### src/pkg/usb_ep_pkg.sv
/*
 * usb_ep_pkg: constants and carrier types for the ping-pong OUT endpoint.
 * assumes: one clock domain, byte-wide special-function register port.
 */
package usb_ep_pkg;
	// ****************************************
	// register addresses
	// ****************************************
	localparam logic [7:0] ADDR_FIFO_DATA = 8'hcf; // endpoint_fifo_data
	localparam logic [7:0] ADDR_BYTE_CNT_LO = 8'he2; // endpoint_byte_count_low
	localparam logic [7:0] ADDR_BYTE_CNT_HI = 8'he3; // endpoint_byte_count_high
	localparam logic [7:0] RST_BYTE_CNT = 8'h00; // count reset value
	localparam logic [7:0] RST_RD_DATA = 8'h00; // read data reset value

	// ****************************************
	// sizes
	// ****************************************
	localparam int DATA_W = 8; // fifo word width
	localparam int FIFO_DEPTH = 32; // fifo depth in words
	localparam int CNT_W = 11; // received byte count width
	localparam int CNT_HI_W = 3; // count bits in the high register
	localparam int EP_W = 4; // endpoint number width
	localparam logic [3:0] PP_EP_NUM = 4'h1; // endpoint number of the ping-pong endpoint

	// ****************************************
	// event flag positions
	// ****************************************
	localparam int N_FLAGS = 8;
	localparam int F_IN_DONE = 0; // in_transfer_complete
	localparam int F_BANK0 = 1; // out_bank0_received
	localparam int F_SETUP = 2; // setup_received
	localparam int F_STALL = 3; // stall_sent_flag
	localparam int F_BANK1 = 4; // out_bank1_received
	localparam int F_SOF = 5; // frame_start_event
	localparam int F_WAKE = 6; // wakeup_event
	localparam int F_SUSP = 7; // suspend_event

	// ****************************************
	// carriers
	// ****************************************
	// packet-level events from the serial engine
	typedef struct packed {
		logic outToken; // out token for this endpoint
		logic byteValid; // one received data byte
		logic [7:0] byteData; // the received byte
		logic pktEnd; // end of the data packet
		logic pktGood; // packet crc and pid good
	} sieRx_t;

	// bus events from the serial engine
	typedef struct packed {
		logic inAcked; // host acked an in packet
		logic setupTaken; // setup packet accepted
		logic stallSent; // stall handshake went out
		logic sofSeen; // start of frame received
		logic suspendSeen; // bus suspend detected
		logic resumeSeen; // bus resume detected
	} sieEvt_t;
endpackage

### src/design/usb_endpoint_pingpong_out.sv
/*
 * usb_endpoint_pingpong_out: ping-pong out endpoint, fifo data port,
 * byte counts and usb event flags. assumes: serial engine delivers
 * packet-level events synchronous to clk; firmware at the register port.
 */
`timescale 1ns/1ps
module usb_endpoint_pingpong_out
	import usb_ep_pkg::*;
(
	// clock and reset
	input wire logic clk,
	input wire logic rst_n,
	// register port
	input wire logic [7:0] sfrAddr,
	input wire logic [7:0] sfrWrData,
	input wire logic sfrWr,
	input wire logic sfrRd,
	output logic [7:0] sfrRdData,
	// firmware control
	input wire logic [EP_W-1:0] endpointSelectField,
	input wire logic endpointEnable,
	input wire logic stallRequest,
	input wire logic [N_FLAGS-1:0] flagClear,
	input wire logic [N_FLAGS-1:0] flagEnable,
	output logic [N_FLAGS-1:0] eventFlags,
	output logic usbIrq,
	// serial engine side
	input wire sieRx_t sieRx,
	input wire sieEvt_t sieEvt,
	output logic rxReady,
	output logic hsAck,
	output logic hsNak,
	output logic [7:0] txByte,
	output logic txValid
);
	typedef enum logic [1:0] {RX_IDLE, RX_RECV, RX_DROP} rxState_t;

	rxState_t st_q, st_d; // receive state
	logic [N_FLAGS-1:0] flg_q, flg_d; // sticky event flags
	logic [CNT_W-1:0] cnt0_q, cnt0_d; // bank 0 byte count
	logic [CNT_W-1:0] cnt1_q, cnt1_d; // bank 1 byte count
	logic [CNT_W-1:0] run_q, run_d; // bytes of packet in flight
	logic rxBank_q, rxBank_d; // bank the next packet fills
	logic fwBank_q, fwBank_d; // bank firmware reads
	logic ovf_q, ovf_d; // packet overran the fifo
	logic susp_q, susp_d; // bus in suspend
	logic [7:0] rd_q, rd_d; // register read data
	logic [7:0] tx_q, tx_d; // byte to send
	logic txv_q, txv_d; // byte to send valid
	logic fifoPush, fifoCommit, fifoRewind;
	logic popValid, popReq;
	logic [DATA_W-1:0] popData;
	logic [N_FLAGS-1:0] setEv; // hardware set pulses
	logic [CNT_W-1:0] fwCnt; // count for firmware bank

	// true when the register port addresses the ping-pong endpoint
	function automatic logic epHit(input logic [EP_W-1:0] sel);
		return sel == PP_EP_NUM;
	endfunction

	// ****************************************
	// data fifo
	// ****************************************
	usb_byte_fifo #(
		.WIDTH(DATA_W),
		.DEPTH(FIFO_DEPTH)
	) u_fifo (
		.clk(clk),
		.rst_n(rst_n),
		.inValid(fifoPush),
		.inReady(rxReady),
		.inData(sieRx.byteData),
		.commit(fifoCommit),
		.rewind(fifoRewind),
		.outValid(popValid),
		.outReady(popReq),
		.outData(popData)
	);

	// ****************************************
	// receive state, flags and counts
	// ****************************************
	// next state of the receive path
	always_comb
	begin
		st_d = st_q;
		cnt0_d = cnt0_q;
		cnt1_d = cnt1_q;
		run_d = run_q;
		rxBank_d = rxBank_q;
		fwBank_d = fwBank_q;
		ovf_d = ovf_q;
		susp_d = susp_q;
		setEv = '0;
		hsAck = 1'b0;
		hsNak = 1'b0;
		fifoPush = 1'b0;
		fifoCommit = 1'b0;
		fifoRewind = 1'b0;
		case (st_q)
			RX_IDLE:
			begin
				// disabled endpoint takes nothing
				if (sieRx.outToken && endpointEnable)
				begin
					run_d = '0;
					ovf_d = 1'b0;
					// full bank answers nak
					if (flg_q[rxBank_q ? F_BANK1 : F_BANK0])
						st_d = RX_DROP;
					else
						st_d = RX_RECV;
				end
			end
			RX_RECV:
			begin
				if (sieRx.byteValid)
				begin
					fifoPush = 1'b1;
					if (rxReady)
						run_d = run_q + 1'b1;
					else
						ovf_d = 1'b1;
				end
				if (sieRx.pktEnd)
				begin
					st_d = RX_IDLE;
					if (sieRx.pktGood && !ovf_q)
					begin
						hsAck = 1'b1;
						fifoCommit = 1'b1;
						rxBank_d = ~rxBank_q;
						if (rxBank_q)
						begin
							setEv[F_BANK1] = 1'b1;
							cnt1_d = run_q;
						end
						else
						begin
							setEv[F_BANK0] = 1'b1;
							cnt0_d = run_q;
						end
					end
					else
					begin
						fifoRewind = 1'b1;
						hsNak = ovf_q; // overrun is retried by the host
					end
				end
			end
			RX_DROP:
			begin
				if (sieRx.pktEnd)
				begin
					hsNak = 1'b1;
					st_d = RX_IDLE;
				end
			end
			default:
				st_d = RX_IDLE;
		endcase
		// bus events
		setEv[F_IN_DONE] = sieEvt.inAcked;
		setEv[F_SETUP] = sieEvt.setupTaken;
		setEv[F_STALL] = sieEvt.stallSent && stallRequest;
		setEv[F_SOF] = sieEvt.sofSeen;
		setEv[F_SUSP] = sieEvt.suspendSeen;
		setEv[F_WAKE] = sieEvt.resumeSeen && susp_q;
		if (sieEvt.suspendSeen)
			susp_d = 1'b1;
		else if (sieEvt.resumeSeen)
			susp_d = 1'b0;
		// set wins over clear
		flg_d = (flg_q & ~flagClear) | setEv;
		if (sieEvt.setupTaken)
			flg_d[F_STALL] = 1'b0;
		// firmware drained its bank: move to the other one
		if (flg_q[fwBank_q ? F_BANK1 : F_BANK0] && !flg_d[fwBank_q ? F_BANK1 : F_BANK0])
			fwBank_d = ~fwBank_q;
	end

	// receive path registers
	always_ff @(posedge clk or negedge rst_n)
	begin
		if (!rst_n)
		begin
			st_q <= RX_IDLE;
			flg_q <= '0;
			cnt0_q <= '0;
			cnt1_q <= '0;
			run_q <= '0;
			rxBank_q <= 1'b0;
			fwBank_q <= 1'b0;
			ovf_q <= 1'b0;
			susp_q <= 1'b0;
		end
		else
		begin
			st_q <= st_d;
			flg_q <= flg_d;
			cnt0_q <= cnt0_d;
			cnt1_q <= cnt1_d;
			run_q <= run_d;
			rxBank_q <= rxBank_d;
			fwBank_q <= fwBank_d;
			ovf_q <= ovf_d;
			susp_q <= susp_d;
		end
	end

	assign eventFlags = flg_q;
	assign usbIrq = |(flg_q & flagEnable);

	// ****************************************
	// register port
	// ****************************************
	// read mux, fifo pop and transmit push
	always_comb
	begin
		fwCnt = fwBank_q ? cnt1_q : cnt0_q;
		popReq = sfrRd && sfrAddr == ADDR_FIFO_DATA && epHit(endpointSelectField);
		rd_d = rd_q;
		tx_d = tx_q;
		txv_d = 1'b0;
		if (sfrRd)
		begin
			case (sfrAddr)
				ADDR_FIFO_DATA:
					rd_d = (popReq && popValid) ? popData : RST_RD_DATA;
				ADDR_BYTE_CNT_LO:
					rd_d = epHit(endpointSelectField) ? fwCnt[7:0] : RST_BYTE_CNT;
				ADDR_BYTE_CNT_HI:
					rd_d = epHit(endpointSelectField) ? {5'h00, fwCnt[CNT_W-1:8]}
						: RST_BYTE_CNT;
				default:
					rd_d = RST_RD_DATA; // unmapped reads zero
			endcase
		end
		if (sfrWr && sfrAddr == ADDR_FIFO_DATA)
		begin
			tx_d = sfrWrData;
			txv_d = 1'b1;
		end
	end

	// register port registers
	always_ff @(posedge clk or negedge rst_n)
	begin
		if (!rst_n)
		begin
			rd_q <= RST_RD_DATA;
			tx_q <= RST_RD_DATA;
			txv_q <= 1'b0;
		end
		else
		begin
			rd_q <= rd_d;
			tx_q <= tx_d;
			txv_q <= txv_d;
		end
	end

	assign sfrRdData = rd_q;
	assign txByte = tx_q;
	assign txValid = txv_q;
endmodule // usb_endpoint_pingpong_out

### src/design/usb_byte_fifo.sv
/*
 * usb_byte_fifo: byte fifo with a committed write pointer so that a bad
 * packet can be withdrawn. assumes: one clock, writer commits or rewinds.
 */
`timescale 1ns/1ps
module usb_byte_fifo
	import usb_ep_pkg::*;
#(
	parameter int WIDTH = DATA_W,
	parameter int DEPTH = FIFO_DEPTH
)
(
	// clock and reset
	input wire logic clk,
	input wire logic rst_n,
	// filling side
	input wire logic inValid,
	output logic inReady,
	input wire logic [WIDTH-1:0] inData,
	input wire logic commit, // make written words visible
	input wire logic rewind, // drop uncommitted words
	// draining side
	output logic outValid,
	input wire logic outReady,
	output logic [WIDTH-1:0] outData
);
	localparam int AW = $clog2(DEPTH);

	logic [WIDTH-1:0] mem [DEPTH]; // storage
	logic [AW:0] wr_q, wr_d; // tentative write pointer
	logic [AW:0] cmt_q, cmt_d; // committed write pointer
	logic [AW:0] rd_q, rd_d; // read pointer
	logic [AW:0] used; // words held, committed or not

	// ****************************************
	// pointers
	// ****************************************
	// next pointer values
	always_comb
	begin
		used = wr_q - rd_q;
		inReady = used != (AW+1)'(DEPTH); // full only at depth words
		outValid = cmt_q != rd_q;
		wr_d = wr_q;
		cmt_d = cmt_q;
		rd_d = rd_q;
		if (rewind)
			wr_d = cmt_q; // withdraw the bad packet
		else if (inValid && inReady)
			wr_d = wr_q + 1'b1;
		if (commit)
			cmt_d = wr_q;
		if (outValid && outReady)
			rd_d = rd_q + 1'b1;
	end

	// pointer registers
	always_ff @(posedge clk or negedge rst_n)
	begin
		if (!rst_n)
		begin
			wr_q <= '0;
			cmt_q <= '0;
			rd_q <= '0;
		end
		else
		begin
			wr_q <= wr_d;
			cmt_q <= cmt_d;
			rd_q <= rd_d;
		end
	end

	// storage write and registered read, no reset on the array
	// a word is committed at least one edge after it is written, so the
	// read register, refreshed every edge from the next read pointer,
	// always holds the committed word at the head
	always_ff @(posedge clk)
	begin
		if (inValid && inReady && !rewind)
			mem[wr_q[AW-1:0]] <= inData;
		outData <= mem[rd_d[AW-1:0]]; // head word, one edge ahead
	end
endmodule // usb_byte_fifo

### config.mk
export PLATFORM = sky130hd
export DESIGN_NAME = usb_endpoint_pingpong_out
export DESIGN_NICKNAME = d
export VERILOG_FILES = /design/src/pkg/usb_ep_pkg.sv /design/src/design/usb_endpoint_pingpong_out.sv /design/src/design/usb_byte_fifo.sv
export SDC_FILE = /design/constraint.sdc
export NUM_CORES = 1
export LEC_CHECK = 0
export BUFFER_PORTS_ARGS = -buffer_cell sky130_fd_sc_hd__buf_4
export CAP_MARGIN = 20
export CORE_ASPECT_RATIO = 1.5
export CORE_MARGIN = 5
export CORE_UTILIZATION = 68
export CTS_BUF_LIST = sky130_fd_sc_hd__clkbuf_4
export DETAILED_ROUTE_END_ITERATION = 6
export PLACE_DENSITY = 0.94
export SYNTH_ARGS = -nofsm -noshare
export SYNTH_HDL_FRONTEND = slang
export SYNTH_SLANG_ARGS = --single-unit
### constraint.sdc
create_clock -name clk -period 6.2 [get_ports clk]
set_input_delay 0.31 -clock clk [delete_from_list [all_inputs] [get_ports clk]]
set_output_delay 0.31 -clock clk [all_outputs]
set_load 0.01 [all_outputs]
* Yosys cells after proc, flatten, opt, wreduce, memory -nomap -nowiden *
Memories as Yosys holds them, arrays and structs flattened. A register that Yosys moved wholly into a read port is not among the register bits.
Index checks and enable logic that the tools add are counted.
Widths: inputs -> output; s select.

cells by class
  reductions and logical operators = 26
  $add $sub $neg = 4
  equal/unequal tests = 13
  bitwise operators = 6
  mux-type cells = 57
  $lt $le $gt $ge = 2

operator list
  cell                   count
  $mux 11                4
  $mux 1                 34
  $eq 8x8->1 const B     3
  $pmux 8 s3             1
  $pmux 11 s2            1
  $and 8x8->8            2
  $mux 8                 2
  $reduce_and 4->1       4
  $add 6x1->6 const B    2
  $mux 6                 2
  $add 11x1->11 const B  1
  $logic_and 1x1->1      11
  $bmux 1 s3             3
  $mux 3                 3
  $lt 3x4->1 const B     2
  $ne 2x2->1 const B     4
  $not 8->8              1
  $or 8x8->8             1
  $reduce_or 8->1        1
  $mux 2                 3
  $ne 6x6->1             1
  $ne 6x6->1 const B     1
  $reduce_bool 2->1      3
  $sub 6x6->6            1
  other kinds (13)       17

word-level totals
  logic and storage cells = 125
  bits in writable memories = 256
  memories kept = 1
  bits of input ports = 60
  bits in registers = 82

memory list
  memory      words  width  read ports  clocked after Yosys merged registers in  write ports  line                 RTL
  u_fifo.mem  32     8      1           1                                        1            usb_byte_fifo.sv:29  logic [WIDTH-1:0] mem [DEPTH];

* Longest topological paths before layout *
  depth in word-level cells = 12
  depth in mapped cells = 14
  mapped depth without buffers = 10

* Modules after synthesis *
A second synthesis with hierarchy kept.

unflattened totals
  cell total of the unflattened synthesis = 1203
  area, all modules = 15997.8 um^2

modules (own cells, without submodules)
  module                     sequential area each (um^2)  area an instance (um^2)  times used  cells an instance
  usb_byte_fifo              8298.0                       12889.9                  1           940
  usb_endpoint_pingpong_out  1601.5                       3108.0                   1           263

* Least setup slack after synthesis *
No wires, ideal clock.

  path type = reg2reg
  from = reg u_fifo.rd_q[2]
  to = mem u_fifo.mem[11][0] (netlist name), enable pin
  cell stages (with the launch flop) = 13
  arrival = 2537 ps
  setup slack = 3293 ps
  buffers on the path = 2
  setup time = 370 ps
  cell sequence = dfrtp_1 > buf_4 > clkinv_1 > ha_1 > nor2b_1 > nor3_1 > a31oi_1 > or4_1 > clkbuf_1 > nand3_1 > nor2_1 > nand2_1 > nor2_1

between the ends
  longest elaborated chain between the ends = 6

RTL lines
  item                             line                             RTL
  start: declaration               usb_byte_fifo.sv:32              logic [AW:0] rd_q, rd_d;
  start signal: assignment         usb_byte_fifo.sv:70              rd_q <= rd_d;
  $sub 6x6->6                      usb_byte_fifo.sv:41              used = wr_q - rd_q;
  $ne 6x6->1                       usb_byte_fifo.sv:42              inReady = used != (AW+1)'(DEPTH);
  net rxReady                      usb_endpoint_pingpong_out.sv:30  output logic rxReady,
  $logic_and 1x1->1 (2 in series)  usb_byte_fifo.sv:80              if (inValid && inReady && !rewind)
  $mux 1                           usb_byte_fifo.sv:80
  $mux 1 (not written as such)     usb_byte_fifo.sv:81              mem[wr_q[AW-1:0]] <= inData;
  end: declaration                 usb_byte_fifo.sv:29

The timed path passes the listed nets, and every way through them passes these cells.

* Final worst setup path *
  from = reg u_fifo.rd_q[2]
  to = reg u_fifo.outData[5], read port of u_fifo.mem

between the ends
  longest elaborated chain between the ends = 3
  elaborated cells on any way between the ends = 4
  classes of those cells = 1 x add/sub; 1 x eq/ne; 1 x mux; 1 x reduce/logical

RTL lines
  item                                                                 line                 RTL
  parallel branches: the longest is 2 deep, another holds $add 6x1->6  -
  $mux 5 *                                                             usb_byte_fifo.sv:53  if (outValid && outReady)
  end: declaration                                                     usb_byte_fifo.sv:25  output logic [WIDTH-1:0] outData

Every way passes the cells marked *.
A chain may end at the register's enable or synchronous reset.

==> run metrics <==
Num CTS Buffers 77; RSZ-0062 raised after global routing false; Sink Count 346; Antenna Nets Post-Route 0; DIE WIDTH 129 um; Yosys cell types 64; TritonRoute pass-1 iters 7; CP max stage delay 0.88 ns; Post-Syn Instances 1104; max layer used met4; worst-skew pair later-pin latency 0.77 ns; NumNets Final 1333; CP Class reg -> reg; Most used DFF post-synth edfxtp_1; CTS tree yes; detailed-route wire length 39.2 mm; Worst-Margin Slew 1.08 ns; Mapped Area 0.0145 mm2; pre-CTS setup slack 1.94 ns; Reg area 0.00990 mm2; Synth warnings 0; drc violations 0; Hold Crit Class in -> reg; clock buffer depth 3; largest delay contributor family on the critical path buffers and inverters; Max-slew headroom 27.9%; startpoint type of the worst setup path register; routed len/inst 24.7 um; gr usage total 32.0%; Setup TNS Final 0 ns; IO buf count 88; Max VDD drop 190 uV; Die Ht 189 um; fill count 1047; share of layout cells above drive strength 1 20.8%; vias in the first global route 10879; Rows 65; Required @ worst endpoint 6.83 ns; slowest cell on the critical path clkinv_2; DRT iter0 DRCs 1330; Final setup viols 0; Final min period 4.34 ns; Yosys reg bits 346; Worst Path Buf+Inv 2; Final Hold Viols 0; initial antenna violation count 1; outcome complete, no violations; H-tree depth 3; die area 0.0244 mm2; number of enable flip-flop cells after synthesis 256; Avg Cell Area, Syn 13.1 um2; Worst EP arrival 4.97 ns; GR Overflow Total 0; CORE AREA 0.0211 mm2; first-pass GRT wire length 58.9 mm; largest net degree at the start of global routing 83; critical path, cell by cell xnor2_2, and4_1, a21o_1, nor2_4, buf_4, clkinv_2, nand2_1, a32o_1, o32a_1, nand3_1; vias post-DR 10553; Power Density 298 mW/mm2; setup bufs post-CTS 0; Max Fclk 231 MHz; syn nets 1178; wire length on met2 19.4 mm; gp weighted congestion 0.972; Post-synth ARST share 23.7%; Layout area overhead 15.2%; Worst-path clk slew 0.07 ns; MaxCap Viol Count 0; DP Wirelength 23.0 mm; Seq/Total Area, Yosys 68.2%; CTS resizes 0; skew final 0.0951 ns; Crit Path Max Fanout 63; Hold WS 0.0646 ns; CP endpoint kind register; Initial Utilization 68.9%; vias per inst 6.65; Ports 89; final setup margin 1.86 ns; fin crit share 70.0%; fin. max-slew vios 0; metal3 WL 4.65 mm; multi-input logic area 0.00427 mm2; CTS Hold Buffers Added 35; met1 wire length 12.1 mm; Leakage 6.24 nW; clk root buf clkbuf_4
[where the power goes]
group / switching (mW) / total (mW) / internal [mW]
clock: 0.888 / 1.80 / 0.910
combinational: 0.285 / 0.483 / 0.198
sequential: 0.120 / 2.70 / 2.58
[path summary, 6_finish.rpt]
path	from	endpoint	cells past startpoint	slack (ns)
worst max-delay path	u_fifo.rd_q[2]	u_fifo.outData[5]	10	1.86
worst min-delay path	sieRx[10]	ovf_q	5	0.06
worst max register to register	u_fifo.rd_q[2]	u_fifo.outData[5]	10	1.86
worst min register to register	susp_q	susp_q	1	0.50
max in group asynchronous	rst_n	sfrRdData[3]	3	5.47
min in group asynchronous	rst_n	st_q[1]	2	0.12
[layer usage]
metal | vias up | track usage [%]
met5 | - | 0
met4 | 0 | 20.8
met3 | 221 | 8.33
met2 | 923 | 53.8
met1 | 4926 | 35.4
li1 | 4483 | -
[worst reg2reg max path: cells and delay by family (launching register included)]
family,cells,cell delay [ns]
AOI/OAI and AO/OA,3,1.10
xor gates and xnor gates,1,0.20
buffers and inverters,2,1.41
DFF,1,0.51
and+or+nand+nor,4,1.02
[cells by family after synthesis]
family                     count (synthesis)  synth area share, %
buffers and inverters                     85                 2.60
xor gates and xnor gates                  27                 1.68
muxes                                     72                 5.54
DFF                                      346                 68.2
adders and majority gates                 14                 1.21
AOI/OAI and AO/OA                        150                 7.62
and+or+nand+nor                          410                 13.1
[cell type report]
class                           instances  share of cell area [%]
Clock buffer                          117                    5.25
Antenna cell                            1                  0.0150
Timing Repair Buffer                  133                    6.61
Clock inverter                         22                   0.785
Sequential cell                       346                    59.2
Tap cell                              268                    2.00
Inverter                               28                   0.636
Multi-Input combinational cell        673                    25.5
[Yosys cell counts, types with 6 or more instances]
cell | number | share of area [%]
ha_1 | 14 | 1.2
mux2_2 | 35 | 2.7
clkbuf_1 | 31 | 0.80
o2bb2ai_1 | 8 | 0.48
a32o_1 | 15 | 1.0
xor2_1 | 9 | 0.54
and3_1 | 9 | 0.39
nand2_1 | 170 | 4.4
buf_2 | 13 | 0.45
a32oi_1 | 16 | 0.97
a22oi_1 | 12 | 0.62
xnor2_1 | 17 | 1.0
nand3_1 | 116 | 4.0
nor2_1 | 55 | 1.4
o21ai_0 | 50 | 1.7
dfrtp_1 | 82 | 14
a21oi_1 | 6 | 0.21
edfxtp_1 | 256 | 53
o32a_1 | 7 | 0.48
mux2i_1 | 32 | 2.2
o211ai_1 | 10 | 0.52
dfxtp_1 | 8 | 1.1
nand4_1 | 25 | 1.1
a21o_1 | 6 | 0.31
inv_1 | 25 | 0.65
buf_4 | 7 | 0.36
[cell usage in the layout, fill, tap and decap left out, drive strengths merged, types with 32 or more instances in the layout]
cell type,netlist,routed
edfxtp,256,256
o21ai,50,50
dlygate4sd3,0,35
nor2,56,56
dfrtp,82,82
clkbuf,31,117
buf,26,98
nand2,170,170
mux2i,32,32
nand3,116,116
mux2,37,37
[registers in the layout, summed over array words and instances, names as in the netlist, 8 cells and up]
register        count
cnt0_q             11
cnt1_q             11
eventFlags          8
run_q              11
sfrRdData           8
txByte              8
u_fifo.mem        256
u_fifo.outData      8
[through the flow]
step / instances / util (%) / instance area, um2 / total power [mW]
2_1_floorplan: 1104 / - / 14500 / 2.98
3_3_place_gp: 1410 / 72.7 / 15300 / 3.14
3_5_place_dp: 1411 / 72.8 / 15300 / 3.18
4_1_cts: 1585 / 79.2 / 16700 / 4.97
5_1_grt: 1588 / 79.4 / 16700 / 5.17
6_report: 1588 / 79.4 / 16700 / 4.98
(Power assumes the default switching activity.)
